**src/core/bpc_pkg.sv**
```systemverilog
// Constants, register map and carrier types of the batch preset counter
package bpc_pkg;

	// Timing: system clock and the one second rate tick
	localparam int unsigned CLK_HZ        = 100_000_000;
	localparam int unsigned RATE_TICK_S   = 1;
	localparam int unsigned RATE_TICK_CYC = CLK_HZ * RATE_TICK_S;

	// Selectable factored output speeds and their half periods in cycles
	localparam int unsigned SPEED_HZ_0 = 10;
	localparam int unsigned SPEED_HZ_1 = 200;
	localparam int unsigned SPEED_HZ_2 = 2000;
	localparam int unsigned SPEED_HZ_3 = 20000;
	localparam int unsigned HALF_CYC_0 = CLK_HZ / (2 * SPEED_HZ_0);
	localparam int unsigned HALF_CYC_1 = CLK_HZ / (2 * SPEED_HZ_1);
	localparam int unsigned HALF_CYC_2 = CLK_HZ / (2 * SPEED_HZ_2);
	localparam int unsigned HALF_CYC_3 = CLK_HZ / (2 * SPEED_HZ_3);

	// Register byte addresses
	localparam logic [7:0] OFS_CTRL    = 8'h00;
	localparam logic [7:0] OFS_PRESET  = 8'h04;
	localparam logic [7:0] OFS_PREWARN = 8'h08;
	localparam logic [7:0] OFS_CKF     = 8'h0C;
	localparam logic [7:0] OFS_RKF     = 8'h10;
	localparam logic [7:0] OFS_ANA_LO  = 8'h14;
	localparam logic [7:0] OFS_ANA_HI  = 8'h18;
	localparam logic [7:0] OFS_CMD     = 8'h1C;
	localparam logic [7:0] OFS_LOCK    = 8'h20;
	localparam logic [7:0] OFS_STATUS  = 8'h24;
	localparam logic [7:0] OFS_COUNT   = 8'h28;
	localparam logic [7:0] OFS_GRAND   = 8'h2C;
	localparam logic [7:0] OFS_RATE    = 8'h30;
	localparam logic [7:0] OFS_BUF     = 8'h34;
	localparam logic [7:0] OFS_DISPLAY = 8'h38;

	// Control register fields
	localparam int unsigned CTRL_DOWN  = 0;
	localparam int unsigned CTRL_QUICK = 1;
	localparam int unsigned CTRL_ASRC  = 2;
	localparam int unsigned CTRL_SPD   = 3;
	localparam int unsigned CTRL_WIN   = 8;

	// Scaling factor fields: mantissa and count of decimal places
	localparam int unsigned KF_MANT_W = 27;
	localparam int unsigned KF_DP     = 28;

	// Command register bits
	localparam int unsigned CMD_START = 0;
	localparam int unsigned CMD_STOP  = 1;
	localparam int unsigned CMD_CLEAR = 2;
	localparam int unsigned CMD_ENTER = 3;
	localparam int unsigned CMD_DISP  = 4;
	localparam int unsigned CMD_MENU  = 5;
	localparam int unsigned CMD_FCLR  = 6;

	// Limits and reset values
	localparam logic [31:0] COUNT_MAX = 32'h05F5_E0FF;
	localparam logic [31:0] RATE_MAX  = 32'h0098_967F;
	localparam logic [13:0] BUF_MAX   = 14'h270F;
	localparam logic [4:0]  WIN_MIN   = 5'h02;
	localparam logic [4:0]  WIN_MAX   = 5'h18;
	localparam logic [4:0]  DIV_STEPS = 5'h10;
	localparam logic [15:0] ANA_FULL  = 16'hFFFF;
	localparam logic [31:0] KF_RESET  = 32'h0000_0001;

	typedef enum logic [2:0] {
		ST_IDLE    = 3'b000,
		ST_RUNNING = 3'b001,
		ST_STOPPED = 3'b010,
		ST_DONE    = 3'b011,
		ST_PROGRAM = 3'b100
	} bpc_state_t;

	typedef enum logic [1:0] {
		DSP_TOTAL  = 2'b00,
		DSP_RATE   = 2'b01,
		DSP_PRESET = 2'b10
	} bpc_disp_t;

	// Register port request
	typedef struct packed {
		logic        wr;
		logic        rd;
		logic [7:0]  addr;
		logic [31:0] wdata;
	} bpc_bus_req_t;

	// Relay pair driven towards the valve drivers
	typedef struct packed {
		logic prewarn;
		logic final_out;
	} bpc_relay_t;

endpackage : bpc_pkg

```
**src/core/bpc_core.sv**
```systemverilog
// Batch preset counter: scaling, batch control, rate, analogue and pulse output
// How it works
// - Start turns on prewarn and final relays together in one cycle.
// - Prewarn relay drops at prewarn count, final relay drops at preset count.
// - Prewarn larger than preset raises an ordering error flag.
// - Rate sampled over 2 to 24 seconds, result kept to bounded digits.
// - Rate factor one gives input pulses per second; others rescale.
// - Scaling factor divides input pulses; eight digits, movable decimal point.
// - Count path and rate path have separate scaling factors.
// - Factored count handles 20 kHz; rate result capped at seven digits.
// - Batch count to 99999999; counts up from zero or down from preset.
// - Grand total runs apart; clear while shown clears only it.
// - Four digit code locks settings; refused changes flagged; same code unlocks.
// - Analogue value maps rate or total linearly between low and high.
// - One output pulse per factored count at 10/200/2000/20000 per second.
// - Up to 9999 queued counts; overflow sets a lost-data flag.
// - Batch reset leaves queued output counts to drain at selected rate.
// - Fixed preset mode: preset set only in programming, clear before new batch.
// - Quick preset mode: preset writable in run state, restart without reset.
// - Counting continues before a batch starts and after it ends.
// - Fixed mode completion drops both relays and shows the batched amount.
// - Stop drops both relays keeping count; start resumes the same batch.
// - Quick mode completion flashes preset; typed value replaces it; enter returns.
// - Clear resets the displayed count and returns relays to reset state.
`timescale 1ns/10ps

module bpc_core #(
	parameter int unsigned SEC_CYCLES = bpc_pkg::RATE_TICK_CYC,
	parameter int unsigned HALF_10    = bpc_pkg::HALF_CYC_0,
	parameter int unsigned HALF_200   = bpc_pkg::HALF_CYC_1,
	parameter int unsigned HALF_2000  = bpc_pkg::HALF_CYC_2
) (
	// Clock and reset
	input  wire logic                  CLOCK,
	input  wire logic                  ARST_N,
	// Flowmeter pulse input
	input  wire logic                  FLOW_PULSE,
	// Register port
	input  wire bpc_pkg::bpc_bus_req_t BUS_REQ,
	output logic [31:0]                RDATA,
	// Relay drivers and factored pulse output
	output bpc_pkg::bpc_relay_t        RELAYS,
	output logic                       PULSE_OUT,
	// Analogue output code
	output logic [15:0]                ANALOG_OUT,
	// Display indications
	output logic                       PREWARN_ORDER_ERROR,
	output logic                       OUTPUT_OVERFLOW_FLAG,
	output logic                       LOCK_ON,
	output logic                       PRESET_FLASH
);

	typedef struct packed {
		bpc_pkg::bpc_state_t state;
		bpc_pkg::bpc_disp_t  disp;
		logic                grand_shown;
		logic                armed;
		logic                flash;
		logic                locked;
		logic                lock_refused;
		logic                overflow;
		logic                pw_err;
		bpc_pkg::bpc_relay_t relay;
		logic                flow_prev;
		logic                count_down;
		logic                quick;
		logic                asrc;
		logic [1:0]          speed;
		logic [4:0]          win;
		logic [31:0]         preset;
		logic [31:0]         prewarn;
		logic [31:0]         ckf;
		logic [31:0]         rkf;
		logic [31:0]         ana_lo;
		logic [31:0]         ana_hi;
		logic [15:0]         lock_code;
		logic [31:0]         count;
		logic [31:0]         grand;
		logic [39:0]         cacc;
		logic [39:0]         racc;
		logic [31:0]         rcnt;
		logic [31:0]         rate;
		logic [31:0]         tick;
		logic [4:0]          wsec;
		logic [13:0]         buf_lvl;
		logic [31:0]         phase;
		logic                pbusy;
		logic                pulse;
		logic                ana_busy;
		logic [4:0]          ana_i;
		logic [32:0]         ana_rem;
		logic [31:0]         ana_den;
		logic [15:0]         ana_q;
		logic [15:0]         ana_out;
		logic [31:0]         rdata;
	} bpc_core_st_t;

	bpc_core_st_t st_reg;
	bpc_core_st_t st_next;

	logic        flow_edge;
	logic [39:0] c_thr;
	logic [39:0] r_thr;
	logic [39:0] c_inc;
	logic [39:0] r_inc;
	logic        c_emit;
	logic        r_emit;
	logic [31:0] pw_level;
	logic        pw_hit;
	logic        fin_hit;
	logic [31:0] half_sel;
	logic        pulse_done;
	logic        cfg_ok;
	logic        preset_ok;
	logic        is_wr;
	logic [31:0] cmd;
	logic [31:0] ana_src;
	logic [31:0] ana_num;
	logic [31:0] ana_dw;
	logic [32:0] rem_sh;
	logic [31:0] disp_val;
	logic [31:0] status_w;
	logic [31:0] reload;

	// Ten to the power of the decimal places, at most five: the per-pulse weight of a factor
	function automatic logic [39:0] pow10(input logic [3:0] dp);
		logic [39:0] v;
		v = 40'h00_0000_0001;
		for (int k = 0; k < 5; k++) begin
			if (k < int'(dp)) begin
				v = 40'((v << 3) + (v << 1));
			end
		end
		return v;
	endfunction : pow10

	// Scaling: a factor K = mantissa / 10^dp divides pulses by counting in 10^dp units
	assign flow_edge = FLOW_PULSE & ~st_reg.flow_prev;
	assign c_thr = (st_reg.ckf[bpc_pkg::KF_MANT_W-1:0] == '0) ? 40'h00_0000_0001 :
		40'(st_reg.ckf[bpc_pkg::KF_MANT_W-1:0]);
	assign r_thr = (st_reg.rkf[bpc_pkg::KF_MANT_W-1:0] == '0) ? 40'(st_reg.win) :
		40'(st_reg.rkf[bpc_pkg::KF_MANT_W-1:0]) * 40'(st_reg.win);
	assign c_inc = pow10(st_reg.ckf[bpc_pkg::KF_DP+3:bpc_pkg::KF_DP]);
	assign r_inc = pow10(st_reg.rkf[bpc_pkg::KF_DP+3:bpc_pkg::KF_DP]);
	assign c_emit = st_reg.cacc >= c_thr;
	assign r_emit = st_reg.racc >= r_thr;

	// Preset compare; counting down compares against the remaining amount
	assign pw_level = st_reg.pw_err ? '0 : st_reg.preset - st_reg.prewarn;
	assign pw_hit = st_reg.count_down ? (st_reg.count <= pw_level) :
		(st_reg.count >= st_reg.prewarn);
	assign fin_hit = st_reg.count_down ? (st_reg.count == '0) :
		(st_reg.count >= st_reg.preset);
	assign reload = st_reg.count_down ? st_reg.preset : '0;

	// Output pulse half period by selected speed
	always_comb begin
		unique case (st_reg.speed)
			2'b00: half_sel = HALF_10;
			2'b01: half_sel = HALF_200;
			2'b10: half_sel = HALF_2000;
			2'b11: half_sel = bpc_pkg::HALF_CYC_3;
		endcase
	end
	assign pulse_done = st_reg.pbusy & ~st_reg.pulse & (st_reg.phase == half_sel - 32'h1);

	// Register port decode helpers
	assign is_wr = BUS_REQ.wr;
	assign cmd = (is_wr && BUS_REQ.addr == bpc_pkg::OFS_CMD) ? BUS_REQ.wdata : '0;
	assign cfg_ok = ~st_reg.locked & (st_reg.state == bpc_pkg::ST_PROGRAM);
	assign preset_ok = ~st_reg.locked & ((st_reg.state == bpc_pkg::ST_PROGRAM) |
		st_reg.quick);

	// Analogue mapping operands
	assign ana_src = st_reg.asrc ? st_reg.count : st_reg.rate;
	assign ana_num = (ana_src > st_reg.ana_lo) ? ana_src - st_reg.ana_lo : '0;
	assign ana_dw = (st_reg.ana_hi > st_reg.ana_lo) ? st_reg.ana_hi - st_reg.ana_lo : '0;
	assign rem_sh = {st_reg.ana_rem[31:0], 1'b0};

	// Display selection and status word
	always_comb begin
		if (st_reg.grand_shown) begin
			disp_val = st_reg.grand;
		end else begin
			unique case (st_reg.disp)
				bpc_pkg::DSP_RATE:   disp_val = st_reg.rate;
				bpc_pkg::DSP_PRESET: disp_val = st_reg.preset;
				default:             disp_val = st_reg.count;
			endcase
		end
	end
	assign status_w = {21'h0, st_reg.grand_shown, st_reg.disp, st_reg.flash,
		st_reg.lock_refused, st_reg.locked, st_reg.overflow, st_reg.pw_err, st_reg.state};

	// Next state of the whole block
	always_comb begin
		st_next = st_reg;
		st_next.flow_prev = FLOW_PULSE;
		st_next.pw_err = st_reg.prewarn > st_reg.preset;

		// Factored count path; one count per cycle keeps far ahead of 20 kHz
		st_next.cacc = st_reg.cacc + (flow_edge ? c_inc : '0) - (c_emit ? c_thr : '0);
		st_next.racc = st_reg.racc + (flow_edge ? r_inc : '0) - (r_emit ? r_thr : '0);
		if (c_emit) begin
			if (st_reg.count_down) begin
				if (st_reg.count != '0) st_next.count = st_reg.count - 32'h1;
			end else if (st_reg.count < bpc_pkg::COUNT_MAX) begin
				st_next.count = st_reg.count + 32'h1;
			end
			if (st_reg.grand < bpc_pkg::COUNT_MAX) begin
				st_next.grand = st_reg.grand + 32'h1;
			end
		end

		// Rate window: threshold already includes the window, so counts are per second
		if (r_emit) st_next.rcnt = st_reg.rcnt + 32'h1;
		if (st_reg.tick >= SEC_CYCLES - 1) begin
			st_next.tick = '0;
			if (st_reg.wsec + 5'h1 >= st_reg.win) begin
				st_next.wsec = '0;
				st_next.rcnt = r_emit ? 32'h1 : '0;
				st_next.rate = (st_reg.rcnt > bpc_pkg::RATE_MAX) ?
					bpc_pkg::RATE_MAX : st_reg.rcnt;
			end else begin
				st_next.wsec = st_reg.wsec + 5'h1;
			end
		end else begin
			st_next.tick = st_reg.tick + 32'h1;
		end

		// Output queue; a batch clear never touches it, so queued counts still drain
		if (c_emit && !pulse_done && st_reg.buf_lvl == bpc_pkg::BUF_MAX) begin
			st_next.overflow = 1'b1;
		end else if (c_emit && !pulse_done) begin
			st_next.buf_lvl = st_reg.buf_lvl + 14'h1;
		end else if (!c_emit && pulse_done) begin
			st_next.buf_lvl = st_reg.buf_lvl - 14'h1;
		end

		// Pulse generator: high half then low half per queued count
		if (!st_reg.pbusy) begin
			if (st_reg.buf_lvl != '0) begin
				st_next.pbusy = 1'b1;
				st_next.pulse = 1'b1;
				st_next.phase = '0;
			end
		end else if (st_reg.phase == half_sel - 32'h1) begin
			st_next.phase = '0;
			st_next.pulse = 1'b0;
			if (!st_reg.pulse) st_next.pbusy = 1'b0;
		end else begin
			st_next.phase = st_reg.phase + 32'h1;
		end

		// Analogue map: 16 step restoring division of the span position
		if (!st_reg.ana_busy) begin
			if (ana_dw == '0) begin
				st_next.ana_out = (ana_num != '0) ? bpc_pkg::ANA_FULL : '0;
			end else if (ana_num >= ana_dw) begin
				st_next.ana_out = bpc_pkg::ANA_FULL;
			end else begin
				st_next.ana_busy = 1'b1;
				st_next.ana_rem = {1'b0, ana_num};
				st_next.ana_den = ana_dw;
				st_next.ana_i = bpc_pkg::DIV_STEPS;
				st_next.ana_q = '0;
			end
		end else begin
			if (rem_sh >= {1'b0, st_reg.ana_den}) begin
				st_next.ana_rem = rem_sh - {1'b0, st_reg.ana_den};
				st_next.ana_q = {st_reg.ana_q[14:0], 1'b1};
			end else begin
				st_next.ana_rem = rem_sh;
				st_next.ana_q = {st_reg.ana_q[14:0], 1'b0};
			end
			st_next.ana_i = st_reg.ana_i - 5'h1;
			if (st_reg.ana_i == 5'h1) begin
				st_next.ana_busy = 1'b0;
				st_next.ana_out = st_next.ana_q;
			end
		end

		// Batch progress while running
		if (st_reg.state == bpc_pkg::ST_RUNNING) begin
			if (fin_hit) begin
				st_next.relay = '0;
				st_next.state = bpc_pkg::ST_DONE;
				st_next.armed = 1'b0;
				st_next.grand_shown = 1'b0;
				if (st_reg.quick) begin
					st_next.flash = 1'b1;
					st_next.disp = bpc_pkg::DSP_PRESET;
				end else begin
					st_next.disp = bpc_pkg::DSP_TOTAL;
				end
			end else if (pw_hit) begin
				st_next.relay.prewarn = 1'b0;
			end
		end

		// Flag clear keeps a same-cycle overflow and precedes the register writes, so an event in the same cycle still wins
		if (cmd[bpc_pkg::CMD_FCLR]) begin
			st_next.overflow = c_emit && !pulse_done && st_reg.buf_lvl == bpc_pkg::BUF_MAX;
			st_next.lock_refused = 1'b0;
		end

		// Commands; clear outranks stop, which outranks start
		if (cmd[bpc_pkg::CMD_CLEAR] && st_reg.state != bpc_pkg::ST_PROGRAM) begin
			if (st_reg.grand_shown) begin
				st_next.grand = '0;
			end else if (st_reg.disp == bpc_pkg::DSP_PRESET) begin
				if (preset_ok) st_next.preset = '0;
			end else begin
				st_next.count = reload;
				st_next.relay = '0;
				st_next.state = bpc_pkg::ST_IDLE;
				st_next.armed = 1'b1;
				st_next.flash = 1'b0;
			end
		end else if (cmd[bpc_pkg::CMD_STOP] && st_reg.state == bpc_pkg::ST_RUNNING) begin
			st_next.relay = '0;
			st_next.state = bpc_pkg::ST_STOPPED;
		end else if (cmd[bpc_pkg::CMD_START]) begin
			if (st_reg.state == bpc_pkg::ST_STOPPED) begin
				st_next.relay = '{prewarn: 1'b1, final_out: 1'b1};
				st_next.state = bpc_pkg::ST_RUNNING;
			end else if (st_reg.quick && (st_reg.state == bpc_pkg::ST_IDLE ||
				st_reg.state == bpc_pkg::ST_DONE)) begin
				st_next.count = reload;
				st_next.flash = 1'b0;
				st_next.relay = '{prewarn: 1'b1, final_out: 1'b1};
				st_next.state = bpc_pkg::ST_RUNNING;
			end else if (st_reg.state == bpc_pkg::ST_IDLE && st_reg.armed) begin
				st_next.armed = 1'b0;
				st_next.relay = '{prewarn: 1'b1, final_out: 1'b1};
				st_next.state = bpc_pkg::ST_RUNNING;
			end
		end

		// Menu, enter and display keys
		if (cmd[bpc_pkg::CMD_MENU]) begin
			st_next.relay = '0;
			st_next.state = bpc_pkg::ST_PROGRAM;
			st_next.grand_shown = 1'b0;
		end else if (cmd[bpc_pkg::CMD_ENTER]) begin
			if (st_reg.state == bpc_pkg::ST_PROGRAM) begin
				st_next.state = bpc_pkg::ST_IDLE;
			end else if (st_reg.flash) begin
				st_next.flash = 1'b0;
				st_next.disp = bpc_pkg::DSP_TOTAL;
			end else if (st_reg.disp == bpc_pkg::DSP_TOTAL) begin
				st_next.grand_shown = ~st_reg.grand_shown;
			end
		end else if (cmd[bpc_pkg::CMD_DISP]) begin
			st_next.grand_shown = 1'b0;
			unique case (st_reg.disp)
				bpc_pkg::DSP_TOTAL:  st_next.disp = bpc_pkg::DSP_RATE;
				bpc_pkg::DSP_RATE:   st_next.disp = st_reg.quick ?
					bpc_pkg::DSP_PRESET : bpc_pkg::DSP_TOTAL;
				default:             st_next.disp = bpc_pkg::DSP_TOTAL;
			endcase
		end

		// Register writes; settings only in programming (preset also in quick mode) and only while unlocked
		if (is_wr) begin
			unique case (BUS_REQ.addr)
				bpc_pkg::OFS_CTRL, bpc_pkg::OFS_PREWARN, bpc_pkg::OFS_CKF,
				bpc_pkg::OFS_RKF, bpc_pkg::OFS_ANA_LO, bpc_pkg::OFS_ANA_HI: begin
					if (st_reg.locked) st_next.lock_refused = 1'b1;
					if (cfg_ok) begin
						unique case (BUS_REQ.addr)
							bpc_pkg::OFS_CTRL: begin
								st_next.count_down = BUS_REQ.wdata[bpc_pkg::CTRL_DOWN];
								st_next.quick = BUS_REQ.wdata[bpc_pkg::CTRL_QUICK];
								st_next.asrc = BUS_REQ.wdata[bpc_pkg::CTRL_ASRC];
								st_next.speed = BUS_REQ.wdata[bpc_pkg::CTRL_SPD +: 2];
								st_next.win = BUS_REQ.wdata[bpc_pkg::CTRL_WIN +: 5];
								if (st_next.win < bpc_pkg::WIN_MIN) begin
									st_next.win = bpc_pkg::WIN_MIN;
								end else if (st_next.win > bpc_pkg::WIN_MAX) begin
									st_next.win = bpc_pkg::WIN_MAX;
								end
							end
							bpc_pkg::OFS_PREWARN: st_next.prewarn = BUS_REQ.wdata;
							bpc_pkg::OFS_CKF:     st_next.ckf = BUS_REQ.wdata;
							bpc_pkg::OFS_RKF:     st_next.rkf = BUS_REQ.wdata;
							bpc_pkg::OFS_ANA_LO:  st_next.ana_lo = BUS_REQ.wdata;
							default:              st_next.ana_hi = BUS_REQ.wdata;
						endcase
					end
				end
				bpc_pkg::OFS_PRESET: begin
					if (st_reg.locked) begin
						st_next.lock_refused = 1'b1;
					end else if (preset_ok) begin
						st_next.preset = BUS_REQ.wdata;
					end
				end
				bpc_pkg::OFS_LOCK: begin
					if (!st_reg.locked) begin
						st_next.locked = 1'b1;
						st_next.lock_code = BUS_REQ.wdata[15:0];
					end else if (BUS_REQ.wdata[15:0] == st_reg.lock_code) begin
						st_next.locked = 1'b0;
					end else begin
						st_next.lock_refused = 1'b1;
					end
				end
				default: begin
				end
			endcase
		end

		// Read data stands only in the cycle after the read strobe
		st_next.rdata = '0;
		if (BUS_REQ.rd) begin
			unique case (BUS_REQ.addr)
				bpc_pkg::OFS_CTRL: st_next.rdata = {19'h0, st_reg.win, 3'h0, st_reg.speed,
					st_reg.asrc, st_reg.quick, st_reg.count_down};
				bpc_pkg::OFS_PRESET:  st_next.rdata = st_reg.preset;
				bpc_pkg::OFS_PREWARN: st_next.rdata = st_reg.prewarn;
				bpc_pkg::OFS_CKF:     st_next.rdata = st_reg.ckf;
				bpc_pkg::OFS_RKF:     st_next.rdata = st_reg.rkf;
				bpc_pkg::OFS_ANA_LO:  st_next.rdata = st_reg.ana_lo;
				bpc_pkg::OFS_ANA_HI:  st_next.rdata = st_reg.ana_hi;
				bpc_pkg::OFS_STATUS:  st_next.rdata = status_w;
				bpc_pkg::OFS_COUNT:   st_next.rdata = st_reg.count;
				bpc_pkg::OFS_GRAND:   st_next.rdata = st_reg.grand;
				bpc_pkg::OFS_RATE:    st_next.rdata = st_reg.rate;
				bpc_pkg::OFS_BUF:     st_next.rdata = {18'h0, st_reg.buf_lvl};
				bpc_pkg::OFS_DISPLAY: st_next.rdata = disp_val;
				default:              st_next.rdata = '0;
			endcase
		end
	end

	// State register; every field has a constant reset value
	always_ff @(posedge CLOCK or negedge ARST_N) begin
		if (!ARST_N) begin
			st_reg <= '0;
			st_reg.state <= bpc_pkg::ST_IDLE;
			st_reg.armed <= 1'b1;
			st_reg.win <= bpc_pkg::WIN_MIN;
			st_reg.ckf <= bpc_pkg::KF_RESET;
			st_reg.rkf <= bpc_pkg::KF_RESET;
		end else begin
			st_reg <= st_next;
		end
	end

	// Outputs straight from the state register
	assign RDATA = st_reg.rdata;
	assign RELAYS = st_reg.relay;
	assign PULSE_OUT = st_reg.pulse;
	assign ANALOG_OUT = st_reg.ana_out;
	assign PREWARN_ORDER_ERROR = st_reg.pw_err;
	assign OUTPUT_OVERFLOW_FLAG = st_reg.overflow;
	assign LOCK_ON = st_reg.locked;
	assign PRESET_FLASH = st_reg.flash;

endmodule : bpc_core

```
**config.mk**
```make
export PLATFORM = sky130hd
export DESIGN_NAME = bpc_core
export DESIGN_NICKNAME = d
export VERILOG_FILES = /design/src/core/bpc_pkg.sv /design/src/core/bpc_core.sv
export SDC_FILE = /design/constraint.sdc
export NUM_CORES = 2
export LEC_CHECK = 0
export BUFFER_PORTS_ARGS = -buffer_cell sky130_fd_sc_hd__buf_2
export CAP_MARGIN = 20
export CORE_ASPECT_RATIO = 0.5
export CORE_MARGIN = 5
export CORE_UTILIZATION = 35
export DETAILED_ROUTE_END_ITERATION = 8
export GPL_ROUTABILITY_DRIVEN = 1
export SETUP_SLACK_MARGIN = 0.05
export SYNTH_ARGS = -nofsm -noshare
export SYNTH_HDL_FRONTEND = slang
export SYNTH_SLANG_ARGS = --single-unit
```
**constraint.sdc**
```tcl
create_clock -name CLOCK -period 13.8 [get_ports CLOCK]
set_clock_uncertainty 0.05 [all_clocks]
set_input_delay 0 -clock CLOCK [delete_from_list [all_inputs] [get_ports CLOCK]]
set_output_delay 0 -clock CLOCK [all_outputs]
set_load 0.1 [all_outputs]
```
==> metrics.txt <==
startpoint class of the critical path=flip-flop; clk_lat worst skew=0.71 ns; hold depth=7; CTS tree=done; Starting Density=35.3%; worst path arrival time=12.64 ns; final setup margin=1.75 ns; Clock transition at path regs=0.07 ns; antenna violations before repair=6; Top cell by count, worst path=fa_1; Worst-Margin Slew=1.19 ns; Die Y=292 µm; Final ANT Viol Nets=0; grt total ovfl=0; final WL=175 mm; Mapped Cells=6,330; Yosys top cell area share=29.4%; CTS resizes=0; hold endpoint=st_reg[655]$_DFF_PN0_; Max Buffers Root-to-Sink=3; TritonCTS Buffers=72; Worst Reg-to-Reg Cells=40; CTS Hold Bufs=48; layout cell share with drive strength beyond 1=9.60%; area of the mapped netlist=55,800 µm²; worst reg2reg setup slack=1.75 ns; Synth area leader=dfrtp_1; Core Rows=103; RSZ-0062 raised after global routing=false; max reg flops=572; worst min path class=in2reg; total power=9800 µW; crit path capture type=flip-flop; Die Width=575 µm; critical path's largest stage delay=0.99 ns; GRT Util Overall=20.4%; Final setup viols=0; Tmin final=12.05 ns; fin util=38.7%; drt drc=0; wire per inst=20.7 µm; vias in the first global route=45,690; largest net degree at the start of global routing=154; Post-synth top flop=dfrtp_1; core area=158,000 µm²; Async SR Flop Fraction=100%; Crit Path Category=reg2reg; initial drt markers=3,860; Ports=100; vias per inst=5.57; GPL Wtd Cong=0.924; final cycle utilization of the critical path=87.3%; # port buffers=99; htree depth=3; cell area after placement=58,100 µm²; Synth Area per Inst=8.82 µm²; Syn-to-layout area delta=9.56%; maximum ir drop on the vdd rail=117 µV; status=finished clean; RR Endpoint=st_reg[322]$_DFF_PN0_; Seq/Total Area, Yosys=29.6%; top cells by area, synth=dfrtp_1 (29%), ha_1 (12%), mux2_2 (4.6%); via count=47,047; slowest cell on the critical path=dfrtp_1; Final Max Slew Viols=0; hold_sp=BUS_REQ[36]; number of detailed-route iterations in the first pass=8; peak fanout along the critical path=31; Die Footprint=168,000 µm²; Max Freq=83.0 MHz; critical path required time=14.38 ns; Sum Neg Setup Slack=0 ns; Post-synth EDFFs=0; clk root buf=clkbuf_16; fin nets=7,020; Num Clock Sinks=659; CP startpoint=st_reg[640]$_DFFE_PN0P_; RR Startpoint=st_reg[640]$_DFFE_PN0P_; relative slew slack=20.1%; Power Dens Cells=160 nW/µm²; Fin. Hold Viols=0; Yosys reg bits=659; max-cap violation count=0; Yosys warning total=0; Leak=0.0280 µW; Final Cell Area=61,200 µm²; Post-Place Setup Slack=1.75 ns; Post-CTS Setup Inserts=0; post-synth cell types=96; DP HPWL=132 mm; first-pass GRT wire length=272 mm
==> routing by layer <==
| metal | GRT usage, % | wire length, µm | vias to the layer above | share of wire, % |
|---|---|---|---|---|
| met5 | 0 | 10 | - | 0.0057 |
| met4 | 6.36 | 5740 | 2 | 3.3 |
| met3 | 3.24 | 11800 | 263 | 6.7 |
| met2 | 32.0 | 77000 | 1439 | 44 |
| met1 | 28.7 | 80800 | 22949 | 46 |
| li1 | - | - | 22394 | - |
==> report_power, final <==
group	internal, µW	leakage, µW	switching, µW	total (µW)
clock	1180	0.00123	920	2100
sequential	2260	0.00845	293	2550
combinational	2130	0.0183	3020	5150
==> cell families after synthesis <==
kind of cell | after synthesis | synth area share, %
fa+ha+maj | 678 | 16.9
compound gates | 1622 | 19.4
simple gates | 1845 | 16.2
buf+inv | 852 | 6.25
xor+xnor | 378 | 5.93
flops | 659 | 29.6
mux | 294 | 5.78
other cells | 2 | 0.0135
==> critical path, delay by kind of cell, from the launching register on <==
kind                     cells  cell delay [ns]
AND/OR/NAND/NOR              7             0.99
XOR/XNOR                     2             0.28
adder cells (fa/ha/maj)      7             3.13
flip-flops                   1             0.99
AO/OA/AOI/OAI               22             6.18
buffers and inverters        2             0.39
==> worst max path at each step <==
stage | slack [ns] | end
floorplan | 2.85 | st_reg[322]$_DFF_PN0_
global placement | 1.91 | st_reg[322]$_DFF_PN0_
detailed placement | 1.75 | st_reg[322]$_DFF_PN0_
CTS | 1.73 | st_reg[322]$_DFF_PN0_
global route | 0.88 | st_reg[322]$_DFF_PN0_
finish | 1.75 | st_reg[322]$_DFF_PN0_
==> per-stage QoR <==
step	instances	hold WS (ns)
after floorplan	6334	-0.346
after global placement	8271	0.0487
after detailed placement	8271	0.0460
after CTS	8448	0.00910
after global routing	8453	0.0957
final	8454	0.0641
==> cells in the final DEF (no fill, tap or decap), types with 31 or more instances in the layout <==
| cell type | Yosys | routed |
|---|---|---|
| nor2_1 | 433 | 424 |
| a21o_1 | 168 | 168 |
| nand2b_1 | 73 | 73 |
| a22oi_1 | 85 | 85 |
| and2_1 | 118 | 118 |
| xor2_1 | 148 | 148 |
| inv_1 | 523 | 523 |
| a221oi_1 | 61 | 61 |
| nor2b_1 | 74 | 73 |
| a22o_1 | 109 | 109 |
| a211oi_1 | 48 | 47 |
| dfrtp_1 | 655 | 653 |
| fa_1 | 124 | 124 |
| nand4_1 | 89 | 89 |
| clkbuf_16 | 0 | 72 |
| buf_4 | 53 | 65 |
| or2_2 | 31 | 31 |
| ha_1 | 554 | 552 |
| and3_1 | 75 | 75 |
| nand2_1 | 503 | 503 |
| buf_2 | 10 | 98 |
| nand3_1 | 191 | 190 |
| nor3_1 | 108 | 107 |
| mux2_2 | 227 | 227 |
| o21a_1 | 62 | 62 |
| nor4_1 | 43 | 43 |
| o211ai_1 | 36 | 36 |
| dlygate4sd3_1 | 0 | 47 |
| xnor2_1 | 230 | 230 |
| a21oi_1 | 342 | 340 |
| mux2i_1 | 67 | 67 |
| o21bai_1 | 50 | 50 |
| a31oi_1 | 66 | 64 |
| o21ai_0 | 358 | 358 |
==> synthesized netlist by cell type, types with 27 or more instances <==
cell type	count
dfrtp_1	655
ha_1	554
inv_1	523
nand2_1	503
nor2_1	433
o21ai_0	358
a21oi_1	342
xnor2_1	230
clkbuf_1	229
mux2_2	227
nand3_1	191
a21o_1	168
xor2_1	148
fa_1	124
and2_1	118
a22o_1	109
nor3_1	108
nand4_1	89
a22oi_1	85
and3_1	75
nor2b_1	74
nand2b_1	73
mux2i_1	67
a31oi_1	66
o21a_1	62
a221oi_1	61
buf_4	53
o21bai_1	50
a211oi_1	48
nor4_1	43
o211ai_1	36
or2_2	31
o31ai_1	27
==> cell type report <==
| class | instances | area [µm²] |
|---|---|---|
| multi-input combinational | 4823 | 36000 |
| antenna | 2 | 5.00 |
| inverter | 524 | 1970 |
| sequential | 659 | 16500 |
| fill | 15739 | 97000 |
| timing repair buffer | 217 | 1570 |
| clock buffer | 92 | 2010 |
| clock inverter | 37 | 514 |
| tap | 2100 | 2630 |
No activity file was read; power rests on OpenSTA's default activity.
